<file path="src/shared/hpsr_pkg.sv">
// package for hub port status reporting block
package hpsr_pkg;
  // request codes
  localparam logic [7:0] RT_PORT_ERR = 8'h80;
  localparam logic [7:0] RT_PORT_STS = 8'ha3;
  localparam logic [7:0] RT_HUB_CLR = 8'h20;
  localparam logic [7:0] RT_HUB_SET = 8'h20;
  localparam logic [7:0] RQ_GET_STATUS = 8'h00;
  localparam logic [7:0] RQ_CLR_FEATURE = 8'h01;
  localparam logic [7:0] RQ_SET_FEATURE = 8'h03;
  localparam logic [7:0] RQ_GET_ERR_CNT = 8'h1d;
  // hub feature selectors
  localparam logic [15:0] FS_C_LOCAL_POWER = 16'h0000;
  localparam logic [15:0] FS_C_OVER_CURRENT = 16'h0001;
  // lengths
  localparam logic [15:0] LEN_ERR_CNT = 16'h0002;
  localparam logic [15:0] LEN_PORT_STS = 16'h0004;
  // field positions
  localparam int HC_LOCAL_POWER_BIT = 0;
  localparam int HC_OVER_CURRENT_BIT = 1;
  localparam int PS_CONNECT_BIT = 0;
  localparam int PS_ENABLE_BIT = 1;
  localparam int PS_OVER_CURRENT_BIT = 3;
  localparam int PS_RESET_BIT = 4;
  localparam int PS_LINK_LO = 5;
  localparam int PS_LINK_HI = 8;
  // reset values
  localparam logic [15:0] HUB_CHANGE_RST = 16'h0000;
  localparam logic [15:0] ERR_CNT_RST = 16'h0000;
  // link state codes
  localparam logic [3:0] LS_MAX_VALID = 4'hb;
  // downstream port states
  typedef enum logic [4:0] {
    DS_OTHER = 5'h01,
    DS_ENABLED = 5'h02,
    DS_RESETTING = 5'h04,
    DS_ERROR = 5'h08,
    DS_DISABLED = 5'h10
  } hpsr_dsport_t;
  // setup packet
  typedef struct packed {
    logic [7:0] req_type;
    logic [7:0] request;
    logic [15:0] value;
    logic [15:0] index;
    logic [15:0] length;
  } hpsr_setup_t;
  // reply
  typedef struct packed {
    logic done;
    logic req_err;
    logic [15:0] word0;
    logic [15:0] word1;
  } hpsr_reply_t;
endpackage

</file>
<file path="src/rtl/hpsr_status.sv">
// hub port status reporting top
//
// Behaviour
// - local power change sets hub change bit 0.
// - hub over-current change sets hub change bit 1.
// - bus reset clears both hub change bits.
// - set hub feature on change bits is accepted for diagnostics.
// - clear hub feature clears the named change bit.
// - setting set or clearing clear feature is a no-operation.
// - hub status bits follow hardware only, never requests.
// - port error count request returns two-byte link error count.
// - error counters clear at power up and hub reset.
// - bad port, value or length gives a request error on port requests; hub feature requests check the value only.
// - port status request returns status word then change word.
// - change word bits line up with status word bits.
// - status bit 0 shows device presence.
// - status bit 1 shows port enabled; cleared when the port state is disabled or i_port_enabled is low.
// - status bit 3 shows per-port over-current.
// - status bit 4 set on reset request until signalling ends.
// - bits 5 to 8 carry link state code 0 to 0xb.
// - link state updates only after transition completes.
// - hub status bit 0 is power lost, bit 1 over-current.
// - connection bit only in enabled, resetting or error states.
`timescale 1ns/1ns
`default_nettype none
module hpsr_status #(
  parameter int NPORTS = 4,
  parameter int CW = 16,
  parameter bit PER_PORT_OC = 1'b1,
  parameter bit DIAG_SET = 1'b1
) (
  // clock and reset
  input wire logic i_sys_clk,
  input wire logic i_rst_n,
  input wire logic i_bus_reset,
  // control request
  input wire logic i_req_valid,
  input wire hpsr_pkg::hpsr_setup_t i_setup,
  output hpsr_pkg::hpsr_reply_t o_reply,
  // hub hardware conditions
  input wire logic i_local_power_lost,
  input wire logic i_hub_over_current,
  output logic [15:0] o_hub_status,
  output logic [15:0] o_hub_change,
  // per-port hardware conditions
  input wire hpsr_pkg::hpsr_dsport_t [NPORTS-1:0] i_ds_state,
  input wire logic [NPORTS-1:0] i_port_enabled,
  input wire logic [NPORTS-1:0] i_port_over_current,
  input wire logic [NPORTS-1:0] i_port_reset_req,
  input wire logic [NPORTS-1:0] i_port_reset_done,
  input wire logic [NPORTS-1:0] i_link_err,
  input wire logic [NPORTS-1:0] i_link_done,
  input wire logic [NPORTS*4-1:0] i_link_state,
  input wire logic [NPORTS*16-1:0] i_port_change
);
  import hpsr_pkg::*;

  // ==========================================================
  // state
  typedef struct packed {
    logic lp_q;
    logic oc_q;
    logic [1:0] hchg;
    logic [NPORTS-1:0] rst_act;
    hpsr_reply_t rep;
  } hpsr_state_t;

  hpsr_state_t st_r, st_nxt;
  logic [CW-1:0] err_cnt [NPORTS];
  logic [3:0] ls [NPORTS];
  logic [15:0] psw [NPORTS];

  function automatic logic port_ok(input logic [15:0] idx);
    port_ok = (idx != 16'h0000) && (idx <= 16'(NPORTS));
  endfunction

  function automatic int port_sel(input logic [15:0] idx);
    port_sel = port_ok(idx) ? int'(idx) - 1 : 0;
  endfunction

  // ==========================================================
  // per-port trackers
  for (genvar g = 0; g < NPORTS; g++) begin : g_port
    hpsr_port_track #(.CW(CW)) u_trk (
      .i_sys_clk(i_sys_clk),
      .i_rst_n(i_rst_n),
      .i_clr(i_bus_reset),
      .i_link_err(i_link_err[g]),
      .i_link_done(i_link_done[g]),
      .i_link_state(i_link_state[g*4 +: 4]),
      .o_err_cnt(err_cnt[g]),
      .o_link_state(ls[g])
    );
    // status word, reserved bits zero
    always_comb begin
      psw[g] = 16'h0000;
      psw[g][PS_CONNECT_BIT] = (i_ds_state[g] == DS_ENABLED) ||
        (i_ds_state[g] == DS_RESETTING) || (i_ds_state[g] == DS_ERROR);
      psw[g][PS_ENABLE_BIT] = i_port_enabled[g] && (i_ds_state[g] != DS_DISABLED);
      psw[g][PS_OVER_CURRENT_BIT] = PER_PORT_OC && i_port_over_current[g];
      psw[g][PS_RESET_BIT] = st_r.rst_act[g];
      psw[g][PS_LINK_HI:PS_LINK_LO] = ls[g];
    end
  end

  // ==========================================================
  // request handling and hub change tracking
  always_comb begin
    logic [15:0] v;
    logic is_clr;
    logic is_set;
    int p;
    v = 16'h0000;
    p = port_sel(i_setup.index);
    is_clr = i_req_valid && i_setup.req_type == RT_HUB_CLR &&
      i_setup.request == RQ_CLR_FEATURE;
    is_set = i_req_valid && i_setup.req_type == RT_HUB_SET &&
      i_setup.request == RQ_SET_FEATURE;
    st_nxt = st_r;
    st_nxt.rep.done = 1'b0;
    st_nxt.rep.req_err = 1'b0;
    // status bits follow hardware only
    st_nxt.lp_q = i_local_power_lost;
    st_nxt.oc_q = i_hub_over_current;
    // clears first so a same-cycle change wins
    if (is_clr && i_setup.value == FS_C_LOCAL_POWER) begin
      st_nxt.hchg[HC_LOCAL_POWER_BIT] = 1'b0;
    end
    if (is_clr && i_setup.value == FS_C_OVER_CURRENT) begin
      st_nxt.hchg[HC_OVER_CURRENT_BIT] = 1'b0;
    end
    if (is_set && DIAG_SET && i_setup.value == FS_C_LOCAL_POWER) begin
      st_nxt.hchg[HC_LOCAL_POWER_BIT] = 1'b1;
    end
    if (is_set && DIAG_SET && i_setup.value == FS_C_OVER_CURRENT) begin
      st_nxt.hchg[HC_OVER_CURRENT_BIT] = 1'b1;
    end
    if (st_r.lp_q != i_local_power_lost) begin
      st_nxt.hchg[HC_LOCAL_POWER_BIT] = 1'b1;
    end
    if (st_r.oc_q != i_hub_over_current) begin
      st_nxt.hchg[HC_OVER_CURRENT_BIT] = 1'b1;
    end
    if (is_clr || is_set) begin
      st_nxt.rep.done = 1'b1;
      st_nxt.rep.req_err = (i_setup.value != FS_C_LOCAL_POWER) &&
        (i_setup.value != FS_C_OVER_CURRENT);
      st_nxt.rep.word0 = 16'h0000;
      st_nxt.rep.word1 = 16'h0000;
    end
    // port reset indication
    for (int i = 0; i < NPORTS; i++) begin
      if (i_port_reset_req[i]) begin
        st_nxt.rst_act[i] = 1'b1;
      end else if (i_port_reset_done[i]) begin
        st_nxt.rst_act[i] = 1'b0;
      end
    end
    // error count request
    if (i_req_valid && i_setup.req_type == RT_PORT_ERR &&
        i_setup.request == RQ_GET_ERR_CNT) begin
      st_nxt.rep.done = 1'b1;
      st_nxt.rep.req_err = !port_ok(i_setup.index) || i_setup.value != 16'h0000 ||
        i_setup.length != LEN_ERR_CNT;
      v = 16'(err_cnt[p]);
      st_nxt.rep.word0 = st_nxt.rep.req_err ? 16'h0000 : v;
      st_nxt.rep.word1 = 16'h0000;
    end
    // port status request
    if (i_req_valid && i_setup.req_type == RT_PORT_STS &&
        i_setup.request == RQ_GET_STATUS) begin
      st_nxt.rep.done = 1'b1;
      st_nxt.rep.req_err = !port_ok(i_setup.index) || i_setup.value != 16'h0000 ||
        i_setup.length != LEN_PORT_STS;
      // status word first, then change word
      st_nxt.rep.word0 = st_nxt.rep.req_err ? 16'h0000 : psw[p];
      st_nxt.rep.word1 = st_nxt.rep.req_err ? 16'h0000 : i_port_change[p*16 +: 16];
    end
    if (i_bus_reset) begin
      st_nxt.hchg = 2'b00;
      st_nxt.rst_act = '0;
    end
  end

  always_ff @(posedge i_sys_clk) begin
    if (!i_rst_n) begin
      st_r <= '0;
      st_r.hchg <= HUB_CHANGE_RST[1:0];
    end else begin
      st_r <= st_nxt;
    end
  end

  // ==========================================================
  // outputs, reserved bits zero
  assign o_reply = st_r.rep;
  assign o_hub_status = {14'h0000, st_r.oc_q, st_r.lp_q};
  assign o_hub_change = {14'h0000, st_r.hchg};
endmodule
`default_nettype wire

</file>
<file path="src/rtl/hpsr_port_track.sv">
// per-port link error counter and link state holder
`timescale 1ns/1ns
`default_nettype none
module hpsr_port_track #(
  parameter int CW = 16
) (
  // clock and reset
  input wire logic i_sys_clk,
  input wire logic i_rst_n,
  // hub reset
  input wire logic i_clr,
  // link events
  input wire logic i_link_err,
  input wire logic i_link_done,
  input wire logic [3:0] i_link_state,
  // outputs
  output logic [CW-1:0] o_err_cnt,
  output logic [3:0] o_link_state
);
  import hpsr_pkg::*;
  typedef struct packed {
    logic [CW-1:0] cnt;
    logic [3:0] ls;
  } hpsr_trk_t;
  hpsr_trk_t st_r, st_nxt;
  always_comb begin
    st_nxt = st_r;
    if (i_clr) begin
      st_nxt.cnt = CW'(ERR_CNT_RST);
    end else if (i_link_err && st_r.cnt != {CW{1'b1}}) begin
      st_nxt.cnt = st_r.cnt + 1'b1;
    end
    // latch only completed transitions to valid codes
    if (i_link_done && i_link_state <= LS_MAX_VALID) begin
      st_nxt.ls = i_link_state;
    end
  end
  always_ff @(posedge i_sys_clk) begin
    if (!i_rst_n) begin
      st_r <= '0;
    end else begin
      st_r <= st_nxt;
    end
  end
  assign o_err_cnt = st_r.cnt;
  assign o_link_state = st_r.ls;
endmodule
`default_nettype wire

</file>
<file path="config.mk">
export PLATFORM = sky130hd
export DESIGN_NAME = hpsr_status
export DESIGN_NICKNAME = d
export VERILOG_FILES = /design/src/shared/hpsr_pkg.sv /design/src/rtl/hpsr_status.sv /design/src/rtl/hpsr_port_track.sv
export SDC_FILE = /design/constraint.sdc
export NUM_CORES = 1
export LEC_CHECK = 0
export BUFFER_PORTS_ARGS = -buffer_cell sky130_fd_sc_hd__buf_2
export CAP_MARGIN = 20
export CORE_UTILIZATION = 50
export DETAILED_ROUTE_END_ITERATION = 6
export GPL_TIMING_DRIVEN = 0
export PLACE_DENSITY = 0.87
export SYNTH_ARGS = -nofsm -noshare
export SYNTH_HDL_FRONTEND = slang
export SYNTH_SLANG_ARGS = --single-unit
</file>
<file path="constraint.sdc">
create_clock -name i_sys_clk -period 3.1 [get_ports i_sys_clk]
set_input_delay 0.155 -clock i_sys_clk [delete_from_list [all_inputs] [get_ports i_sys_clk]]
set_output_delay 0.155 -clock i_sys_clk [all_outputs]
set_load 0.05 [all_outputs]
</file>
==> results of run 1 <==
==> registers in the layout, summed over array words and instances (netlist names) <==
| signal | cells |
|---|---|
| o_reply | 34 |
| g_port.u_trk.o_link_state | 16 |
| psw | 4 |
| o_hub_change | 2 |
| g_port.u_trk.o_err_cnt | 64 |
| o_hub_status | 2 |
==> cell usage after synthesis, types with 7 or more instances <==
cell type	instances
a211oi_1	16
a21oi_1	56
a22o_1	16
and3_1	11
and4_1	8
buf_4	28
clkbuf_1	26
dfxtp_1	122
inv_1	22
mux2i_1	51
nand2_1	42
nand3_1	26
nand4_1	21
nor2_1	97
nor2b_1	20
nor3_1	20
nor4_1	12
o21a_1	7
o21ai_0	24
o221ai_1	14
o22ai_1	13
o2bb2ai_1	7
or3_1	14
xnor2_1	21
xor2_1	32
==> critical path: cells and delay by family <==
kind                       cells  cell delay, ns
AOI/OAI and AO/OA              2            0.39
and+or+nand+nor                2            0.57
buffers and inverters          7            1.82
adders and majority gates      1            0.28
==> layout make-up <==
type | count | area (sq um)
fillers | 1063 | 4210
multi-input cells | 623 | 4010
plain buffers | 63 | 364
inverters | 23 | 86.3
repair buffers | 246 | 1300
clock inverters | 8 | 115
clock buffers | 24 | 492
well taps | 176 | 220
flip-flops and latches | 122 | 2440
==> what timing repair did <==
action | in CTS | in global routing
endpoints found under the hold margin | 14 | 0
resized for setup | 3 | 3
pin swaps | 0 | 0
setup endpoints to repair | 28 | 6
hold buffers | 14 | 0
setup buffers | 0 | 0
==> stage by stage <==
stage / area, sq um / total power, mW / utilization, % / worst slack [ns] / setup TNS (ns)
2_1_floorplan: 6900 / 1.93 / - / 0.557 / 0
5_1_grt: 9030 / 4.29 / 68.2 / 0.0376 / 0
3_5_place_dp: 8280 / 2.14 / 62.5 / -0.682 / -16.42
6_report: 9030 / 4.17 / 68.2 / 0.155 / 0
4_1_cts: 9030 / 4.16 / 68.2 / 0.121 / 0
3_3_place_gp: 8270 / 2.13 / 62.5 / -0.666 / -16.13
==> kinds of logic (layout without fill, tap and decap cells) <==
family                   count (synthesis)  in the layout  share of synthesized area (%)
AND/OR/NAND/NOR                        301            301                           23.7
AO/OA/AOI/OAI                          185            185                           18.5
flip-flops                             122            122                           35.9
buffers and inverters                   86            364                           6.52
XOR/XNOR                                53             53                           6.83
multiplexers                            51             51                           7.51
adder cells (fa/ha/maj)                  5              5                          0.921
other                                    1             28                         0.0552
==> how the worst min path moves through the flow <==
| stage | startpoint | slack (ns) | to | cells after the start |
|---|---|---|---|---|
| floorplan | i_link_done[3] | 0.26 | g_port[3].u_trk.o_link_state[3]$_SDFFE_PN0P_ | 1 |
| global placement | i_port_reset_req[0] | 0.36 | psw[52]$_SDFFE_PP0P_ | 3 |
| detailed placement | i_port_reset_req[0] | 0.37 | psw[52]$_SDFFE_PP0P_ | 3 |
| CTS | i_link_state[13] | 0.005 | g_port[3].u_trk.o_link_state[1]$_SDFFE_PN0P_ | 3 |
| global route | i_link_state[13] | 0.01 | g_port[3].u_trk.o_link_state[1]$_SDFFE_PN0P_ | 3 |
| finish | i_link_state[13] | 0.01 | g_port[3].u_trk.o_link_state[1]$_SDFFE_PN0P_ | 3 |
==> per-layer routing <==
metal / share of wire (%) / vias to the layer above
li1: - / 3473
met1: 38 / 3383
met2: 49 / 399
met3: 9.3 / 79
met4: 3.6 / 0
met5: 0 / -
==> power groups by stage <==
stage | Sequential, mW | Clock (mW) | Combinational [mW]
3_5_place_dp | 1.64 | 0 | 0.500
6_report | 1.61 | 2.03 | 0.529
2_1_floorplan | 1.64 | 0 | 0.287
3_3_place_gp | 1.64 | 0 | 0.492
5_1_grt | 1.61 | 2.12 | 0.565
4_1_cts | 1.60 | 2.04 | 0.519
==> impl_summary.md, run 1 <==
Yosys
The biggest area contributor in the post-synthesis netlist is dfxtp_1. The distinct cell type count after synthesis is 67. After synthesis, flip-flops and latches occupy 35.9% of the total area.

Yosys attributes the largest share of cell area to dfxtp_1 (36%), mux2i_1 (7.5%), nor2_1 (5.4%), a21oi_1 (4.1%), xor2_1 (4.1%). The post-synthesis register bit count is 122. In the synthesized netlist the dominant register cell turns out to be dfxtp_1. The proportion of netlist area held by the largest area contributor is 35.9%.

Averaged over all synthesized cells, the footprint is 8.45 sq um. The proportion of synthesized flip-flops having asynchronous set or reset is 0%. For this run, the number of Yosys warnings is 0. The cell count after synthesis is 804. Counting flops with a built-in enable in the synthesized netlist gives 0. The cell area that synthesis handed to floorplanning was 6790 sq um.

STA
The smallest clock period supported by the final layout is computed as 2.95 ns. For the pin with the worst max-slew slack, the measured transition is 0.850 ns. In the finished design, the share of the clock period the worst path needs comes to 95.0%. The worst pin sits at a relative slew slack of 42.4%. The count of final max-slew check failures is 0. The maximum operating frequency is 0.340 GHz. Setup violations remaining at the end of the flow were counted as 0. The number of hold-slack violations in the final timing report came to 0. The tightest hold path in the finished design has a slack of 0.0112 ns. Setup repair after global routing left no endpoint under its margin. The clock skew after layout is 0.0104 ns.

Place
In this run the tool buffered the top-level ports with 231 buffer cells. After detailed placement, the design holds a cell count of 1,239. The wire-length estimate of the detail-placed layout is 16,800 um.

Routability-driven placement finished with a final weighted congestion of 0.938.

Worst setup path
The end point of the critical path is o_reply[31]$_SDFFE_PN0P_. The worst register-to-register path has a setup slack of 0.88 ns. For the worst setup path, the data arrival time is 3.23 ns.

The launching instance or port of the critical path is i_setup[16]. Data on the critical path is required at its endpoint by 3.38 ns. The worst setup path is of the in -> reg kind.

The number of cells on the worst reg-to-reg path is 6. STA classifies the critical path startpoint as an input port. The signal on the critical path passes through buf_2 > clkbuf_2 > inv_1 > clkbuf_2 > ha_1 > clkbuf_1 > nor3_1 > buf_2 > clkbuf_4 > nand2_1 > o221ai_1 > o2bb2ai_1. The endpoint of the most critical register-to-register path is g_port[3].u_trk.o_err_cnt[1]$_SDFFE_PP0P_. The cell with the largest stage delay on the worst path is clkbuf_2.

Along the worst path, the maximum fanout reaches 10. The maximum single-stage delay on the critical path is 0.32 ns. The startpoint identified for the worst register-to-register timing path is g_port[3].u_trk.o_err_cnt[6]$_SDFFE_PP0P_. STA classifies the critical path endpoint as a flop.

Clocking
The number of clock sinks is 122. The clock-pin slew on the worst setup and hold paths is 0.06 ns. The CTS buffer count is 17. The source-to-sink clock delay at the later pin of the worst-skew pair is 0.42 ns. The clock tree from TritonCTS is built.

The level count of the clock H-tree is 4. In this run the deepest clock path goes through 2 buffers. The tree is rooted in a clkbuf_16.

Pwr
The leakage power is 3.90 nW. The power density normalized to cell area is 461 nW/um^2. The part of the power in registers is 38.5%. The peak supply drop is 0.399 mV. Internal power comes to 3.15 mW. The power share of the combinational group is 12.7%. The part of the power in the clock network is 48.8%.

The switching power of the nets is 1.01 mW. The switching part of the total is 24.3%.

Floorplan
In this run the vertical extent of the chip is 119 um. Row generation in the floorplan step produced 42 rows. The area of the placeable core is 13,200 sq um. The die is 119 um wide. The die area is 14,100 sq um. For this configuration, the core starts out at a cell density of 51.3%. Pin placement for this block handled 260 I/O pins.

Layout
The library cell used most frequently in the layout, excluding fill and tap cells, is buf_2. The final net count is 1,295. In the layout the commonest cells are buf_2 (238), dfxtp_1 (122), nor2_1 (97).

The area growth from synthesis to layout is 32.9%. The share of layout cells above drive strength 1 is 28.2%. The non-filler instance count after layout is 1,285. The diode insertion count for antenna repair is 0.

Global route
The global-route wire length before repair is 34,900 um. The global-route met2 utilization is 53.9%. Global routing used 36.9% of the available met1 tracks. The most used routing layer in global routing is met2.

Global routing finished with a remaining overflow of 0. The number of antenna violations at the first check in global routing is 0. The overall fraction of global-route tracks in use is 31.6%. The via count of the first global-routing pass is 7,074. Entering global routing, the biggest net connects 17 pins. The routing usage on met3 is 8.11%.

Route
After the first detailed-routing iteration, the DRC count stood at 565. The average via count per standard cell is 5.71. The via count is 7,334. The wire length reported by the detailed router is 22,200 um.

The post-detailed-route wirelength per cell is 17.3 um. The count of unresolved DRC violations after routing is 0. The detailed-router iteration count before antenna repair is 5. The final antenna-violating net count is 0.

Job
The reported max-cap violation count is 0.

Worst hold path
The worst hold path belongs to the class in -> reg.

Run status
The run finished with clean final reports.
(Power assumes the default switching activity.)
==> run 2, diff against run 1 <==
- ABC_AREA: unset -> 0
- CTS_BUF_LIST: unset -> sky130_fd_sc_hd__clkbuf_16
- PLACE_DENSITY: 0.87 -> 0.86
- SYNTH_HIERARCHICAL: unset -> 1
==> impl_summary.md, run 2 <==
Run status
The flow ran to the end, and the final reports show no timing, DRC or antenna violations.

Worst hold path
The class of the tightest hold or removal check is in -> reg. The count of cells along the worst hold path is 2. The worst hold path startpoint is i_hub_over_current. The path with the worst hold slack has its endpoint at o_hub_status[1]$_SDFF_PN0_.

Clocking
The number of clock sinks is 122. The source-to-sink clock delay at the later pin of the worst-skew pair is 0.42 ns. The number of buffers inserted by post-CTS setup repair is 0. Clock tree synthesis inserted a total of 17 buffers. Counting along the longest clock path gives a buffer depth of 2. The level count of the clock H-tree is 4. The library cell used as clock root buffer is clkbuf_16. The clock-pin slew on the worst setup and hold paths is 0.06 ns. TritonCTS built the clock tree.

Pwr
Summed over all cells, the static leakage comes to 4.09 nW. The peak supply drop is 0.343 mV. The power density normalized to cell area is 423 nW/um^2.

Yosys
Sequential cells were found to cover 32.5% of the synthesized design area. By count the netlist is led by dfxtp_1 (122), nand2_1 (85), a21oi_1 (46), nor2_1 (46), nand4_1 (37). For this run, the number of Yosys warnings is 6. The number of different library cells used by synthesis comes to 70. Among all flip-flop cells after synthesis, the most frequent one is dfxtp_1.

In this run the biggest area consumer among cell types represents 32.5% of the synthesized area. The post-synthesis register bit count is 122. The post-synthesis cell type with the largest combined area is dfxtp_1. The mean post-synth cell area is 8.51 sq um. The number of synthesized flops with an enable pin is 0. The proportion of synthesized flip-flops having asynchronous set or reset is 0%.

In this run the cell area of the synthesized design comes to 7520 sq um. The cell count after synthesis came out at 884. After synthesis, the cell types taking the most area are dfxtp_1 (32%), nand2_1 (4.2%), mux2i_1 (3.2%), buf_4 (3.2%), nand4_1 (3.1%). The leading cell type by number of instances after synthesis is dfxtp_1.

Worst setup path
The reg2reg setup slack is 1.01 ns. The required arrival time at the worst endpoint is 3.41 ns. The critical setup path kind is in -> reg. The category of the worst setup path launch point is an input port. The worst register-to-register path ends at g_port[1].u_trk/o_err_cnt[13]$_SDFFE_PP0P_. For the worst flop-to-flop path, the logic depth is 5. The critical register-to-register path startpoint is g_port[1].u_trk/o_err_cnt[1]$_SDFFE_PP0P_.

The signal arrival time at the worst endpoint is 3.22 ns. STA classifies the critical path endpoint as a flop. The peak fanout along the critical path is 10.

Layout
The register with the most flip-flops in the layout has 64 of them. The share of layout cells above drive strength 1 is 30.6%. The final layout contains 1,370 nets.

The final design area excluding fillers is 9720 sq um. The number of antenna diodes in the final layout is 0. Cells fill 66.6% of the core in the end. The non-filler instance count after layout is 1,368.

The library cell used most frequently in the layout, excluding fill and tap cells, is buf_2. In the layout the commonest cells are buf_2 (233), dfxtp_1 (122), nand2_1 (85). The post-synthesis to final-layout area growth is 29.2%. After filler insertion, the fill cell instance count of the layout stands at 1,202.

Floorplan
The die height is 125 um. In this run the count of I/O pins placed on the die edge is 260. The die outline width is 125 um.

The die area is 15,500 sq um. The core region is 14,600 sq um. The initial standard-cell utilization of the core is 51.6%. The floorplan has 44 rows.

STA
Setup repair after global routing left no endpoint under its margin. For the finished layout, the period the worst path requires is 2.91 ns. The portion of the clock cycle consumed by the worst path in the final layout is 93.9%.

The count of final max-slew check failures was 0. The smallest hold slack is 0.0177 ns. The number of hold-slack violations in the final timing report is 0. At the pin with the least slew margin, the transition time is 1.11 ns. Setup violations remaining at the end of the flow were counted as 0. The clock arrives with 0.00682 ns of skew. Derived from the worst setup path, the maximum achievable clock frequency is 0.344 GHz. The remaining max-slew budget at the tightest pin is 26.0%.

Route
The post-detailed-route wirelength per cell is 19.0 um. The detailed-router iteration count before antenna repair is 7. Using the TritonRoute via totals, the vias-per-cell ratio works out to 6.22. For this run, design rule violations remaining after detail routing come to 0. The count of nets left with antenna violations once routing finished came out at 0. The wire length reported by the detailed router is 25,900 um.

The number of DRC markers in iteration 0 is 904. The via count is 8,512.

Global route
Entering global routing, the biggest net connects 26 pins. The total congestion overflow is 0. The via count of the first global-routing pass is 7,877. For this run, the total global-route usage over all layers was measured as 32.6%.

The number of antenna violations at the first check in global routing came to 0. The global-route wire length before repair is 40,000 um.

Place
The HPWL after detailed placement is 19,300 um. In this run the cell area measured after placement is 9010 sq um. The congestion estimate from routability-driven global placement came to 0.970. The number of cells in the design after placement is 1,326. The count of buffers inserted at the top-level ports is 231.

Job
Max-cap violations in this run came to 0.
run 2: cell count changes after synthesis, moves of 12 or more:
cell | previous run | this run
xnor2_1 | 21 | 3
o31ai_1 | 1 | 29
nand4_1 | 21 | 37
or4_1 | 2 | 14
xor2_1 | 32 | 9
mux2i_1 | 51 | 24
nand2b_1 | 4 | 33
o221ai_1 | 14 | 0
nor2_1 | 97 | 46
o41ai_1 | 1 | 16
o311ai_1 | 0 | 16
a31oi_1 | 2 | 20
nand2_1 | 42 | 85
run 2: layer usage:
| layer | vias up | track usage, % | wire length (um) |
|---|---|---|---|
| li1 | 3967 | - | - |
| met1 | 3925 | 38.1 | 9990 |
| met2 | 551 | 56.6 | 12500 |
| met3 | 69 | 7.35 | 2520 |
| met4 | 0 | 14.0 | 929 |
| met5 | - | 0 | 0 |
run 2: logic make-up (layout without fill, tap and decap cells):
logic type	Yosys count	count (layout)	share of synthesized area [%]
and+or+nand+nor	389	389	31.0
AOI/OAI and AO/OA	241	241	23.6
DFF	122	122	32.5
buffers and inverters	82	355	6.17
muxes	32	32	4.54
xor gates and xnor gates	12	12	1.40
adders and majority gates	5	5	0.832
other	1	28	0.0498
run 2: area by class of cell:
class | instances | area (sq um) | area share (%)
well taps | 184 | 230 | 2.37
clock inverters | 15 | 160 | 1.65
flip-flops and latches | 122 | 2440 | 25.1
repair buffers | 241 | 1260 | 12.9
clock buffers | 17 | 425 | 4.38
multi-input cells | 707 | 4730 | 48.7
inverters | 12 | 45.0 | 0.463
plain buffers | 70 | 427 | 4.39
run 2: worst max-delay path by stage:
stage                           start                       end  slack [ns]
after floorplan           i_setup[16]  o_reply[17]$_SDFFE_PN0P_        0.41
after global placement    i_setup[16]  o_reply[20]$_SDFFE_PN0P_       -0.72
after detailed placement  i_setup[16]  o_reply[20]$_SDFFE_PN0P_       -0.78
after CTS                 i_setup[16]  o_reply[16]$_SDFFE_PN0P_        0.04
after global routing      i_setup[16]   o_reply[5]$_SDFFE_PN0P_        0.04
final                     i_setup[16]   o_reply[3]$_SDFFE_PN0P_        0.19
run 2: through the flow:
step                      setup TNS [ns]  setup slack (ns)  power, mW
final                                  0             0.190       4.12
after CTS                              0            0.0417       4.12
after detailed placement          -17.39            -0.779       2.16
after global routing                   0            0.0448       4.23
after global placement            -15.54            -0.718       2.15
after floorplan                        0             0.414       1.94
run 2: report_power, final:
part	internal (mW)	total (mW)	switching (mW)	leakage, nW
clock network	1.25	1.96	0.715	0.288
registers	1.59	1.61	0.0181	0.987
logic	0.221	0.546	0.325	2.81
total	3.06	4.12	1.06	4.09
run 2: critical path, cell delays in order:
cell      delay [ns]
buf_2           0.19
clkbuf_2        0.29
clkbuf_2        0.30
inv_1           0.07
ha_1            0.21
xnor2_1         0.14
nand3_1         0.33
or3_1           0.49
clkbuf_1        0.26
a211oi_1        0.45
a31oi_1         0.10
a22o_1          0.23
run 2: repair_timing:
item | 4_1_cts | 5_1_grt
hold endpoints to repair | 10 | 0
hold buffers | 10 | 0
endpoints found under the setup margin | 28 | 29
gates resized for setup | 8 | 2
==> run 3, diff against run 2 <==
==> constraint.sdc (replaced) <==
create_clock -name i_sys_clk -period 3.1 [get_ports i_sys_clk]
set_input_delay 0 -clock i_sys_clk [delete_from_list [all_inputs] [get_ports i_sys_clk]]
set_output_delay 0 -clock i_sys_clk [all_outputs]
set_load 0.05 [all_outputs]
==> impl_summary.md, run 3 (same netlist as run 2, synthesis figures left out) <==
STA
Setup repair after global routing left no endpoint under its margin. In the finished design, the share of the clock period the worst path needs comes to 89.1%. The number of hold-slack violations in the final timing report is 0. The transition at the pin with the smallest max-transition slack is 1.10 ns.

The maximum operating frequency is 0.362 GHz. The routed design could run at a clock period as short as 2.76 ns. The clock arrives with 0.00669 ns of skew. The count of final max-slew check failures is 0. The setup violation total in the final timing report is 0. The smallest hold slack is 0.0219 ns. The total negative slack is 0 ns. The remaining max-slew budget at the tightest pin is 26.6%.

Place
The count of buffers inserted at the top-level ports is 231. The HPWL after detailed placement is 19,300 um. The cell area reported after detailed placement is 9010 sq um.

Routability-driven placement finished with a final weighted congestion of 0.970.

Route
After detailed routing, the number of remaining DRC violations is 0. The number of DRC markers in iteration 0 is 919. The count of nets left with antenna violations once routing finished came out at 0. The via count is 8,708. The average via count per standard cell is 6.25. The post-detailed-route wirelength per cell is 19.4 um. The detailed-router iteration count before antenna repair is 5. Summed over all layers, the routed wires come to 27,100 um.

Floorplan
Once the floorplan was initialized, standard cells occupied 51.6% of the core. The floorplan row count is 44. The die height is 125 um. Measured along the x axis, the die boundary spans 125 um.

The die covers 15,500 sq um. The I/O pin count is 260. The area of the placeable core is 14,600 sq um.

Global route
Entering global routing, the biggest net connects 26 pins. Global routing used 34.1% of the available tracks. The total congestion overflow is 0. The number of antenna violations at the first check in global routing is 0. The via count of the first global-routing pass is 8,175.

The global-route wire length before repair is 41,800 um.

Pwr
Overall power consumption after layout is estimated at 4.15 mW. The power density normalized to cell area is 416 nW/um^2. In this run the static leakage power is 4.21 nW. The peak supply drop is 0.346 mV.

Worst setup path
The worst setup path is captured at a flop. The cell with the largest stage delay on the worst path is or3_1. STA puts the critical path data required time at 3.40 ns. At the worst endpoint, the arrival time is 3.07 ns. STA classifies the critical path startpoint as an input port.

The critical path is of the in -> reg type. The maximum single-stage delay on the critical path is 0.49 ns. Walking the worst path, the cells encountered are buf_2 > clkbuf_2 > clkbuf_2 > inv_1 > ha_1 > xnor2_1 > nand3_1 > or3_1 > clkbuf_1 > clkbuf_1 > nor3_1 > o31ai_1. Of all nets on the critical path, the largest fanout is 10.

Layout
The commonest non-fill, non-tap cell in the layout is buf_2. The utilization after layout is 68.4%. The top cell types in the final layout, fill and taps aside, are buf_2 (233), dfxtp_1 (122), nand2_1 (85).

After routing the design area is 9980 sq um. The register with the most flip-flops in the layout has 64 of them. The share of layout cells above drive strength 1 is 29.9%. The final net count is 1,396. The repair_antennas step left the layout with diodes totalling 0. The post-synthesis to final-layout area growth is 32.6%.

Clocking
The tree is rooted in a clkbuf_16. Clock-pin slew was measured on the worst setup and hold paths at 0.06 ns. The H-tree was split into 4 levels. TritonCTS built the clock tree. In this run the post-CTS setup repair buffer count came out at 0. The CTS buffer count is 17. The source-to-sink clock delay at the later pin of the worst-skew pair is 0.42 ns. No sink is reached through more buffers than the 2 on the longest clock path. The clock drives 122 sinks.

Job
Max-cap violations in this run came to 0.

Worst hold path
In this run the worst hold path is classified as in -> reg.

Run status
The run finished with clean final reports.
run 3: worst paths after layout:
path	from	to	slack (ns)	cells after the start
worst min-delay path	i_link_done[3]	g_port[3].u_trk/o_link_state[2]$_SDFFE_PN0P_	0.02	3
worst max-delay path	i_setup[16]	o_reply[16]$_SDFFE_PN0P_	0.34	12
worst max register to register	g_port[1].u_trk/o_err_cnt[1]$_SDFFE_PP0P_	g_port[1].u_trk/o_err_cnt[13]$_SDFFE_PP0P_	0.97	5
worst min register to register	o_reply[29]$_SDFFE_PN0P_	o_reply[29]$_SDFFE_PN0P_	0.45	1
run 3: what timing repair did:
item	in CTS	in global routing
endpoints found under the setup margin	11	32
hold endpoints to repair	37	0
pin swaps	0	0
hold buffers	36	0
gates resized for setup	3	11
run 3: worst max-delay path: cells and delay by family:
family	cells	cell delay, ns
AOI/OAI and AO/OA	1	0.10
adders and majority gates	1	0.21
buffers and inverters	6	1.43
and+or+nand+nor	3	1.19
xor gates and xnor gates	1	0.14
run 3: power breakdown:
| group | switching (mW) | total, mW | internal, mW |
|---|---|---|---|
| sequential | 0.0188 | 1.61 | 1.59 |
| clock | 0.719 | 1.96 | 1.25 |
| combinational | 0.337 | 0.581 | 0.243 |
run 3: stage by stage:
| stage | cells | setup WS, ns |
|---|---|---|
| CTS | 1394 | 0.0324 |
| detailed placement | 1326 | -0.624 |
| finish | 1394 | 0.336 |
| global route | 1394 | 0.195 |
| global placement | 1326 | -0.563 |
| floorplan | 911 | 0.569 |
run 3: cell type report:
| class | instances | area [sq um] |
|---|---|---|
| Tap cell | 184 | 230 |
| Multi-Input combinational cell | 707 | 4730 |
| Inverter | 12 | 45.0 |
| Clock buffer | 17 | 425 |
| Sequential cell | 122 | 2440 |
| Fill cell | 1150 | 4610 |
| Buffer | 70 | 427 |
| Timing Repair Buffer | 267 | 1520 |
| Clock inverter | 15 | 160 |
run 3: routing by layer:
layer	share of wire (%)	GRT usage, %	vias up
met5	0	0	-
met4	3.6	15.2	0
met3	9.7	8.03	77
met2	49	60.0	581
met1	38	38.9	4028
li1	-	-	4022
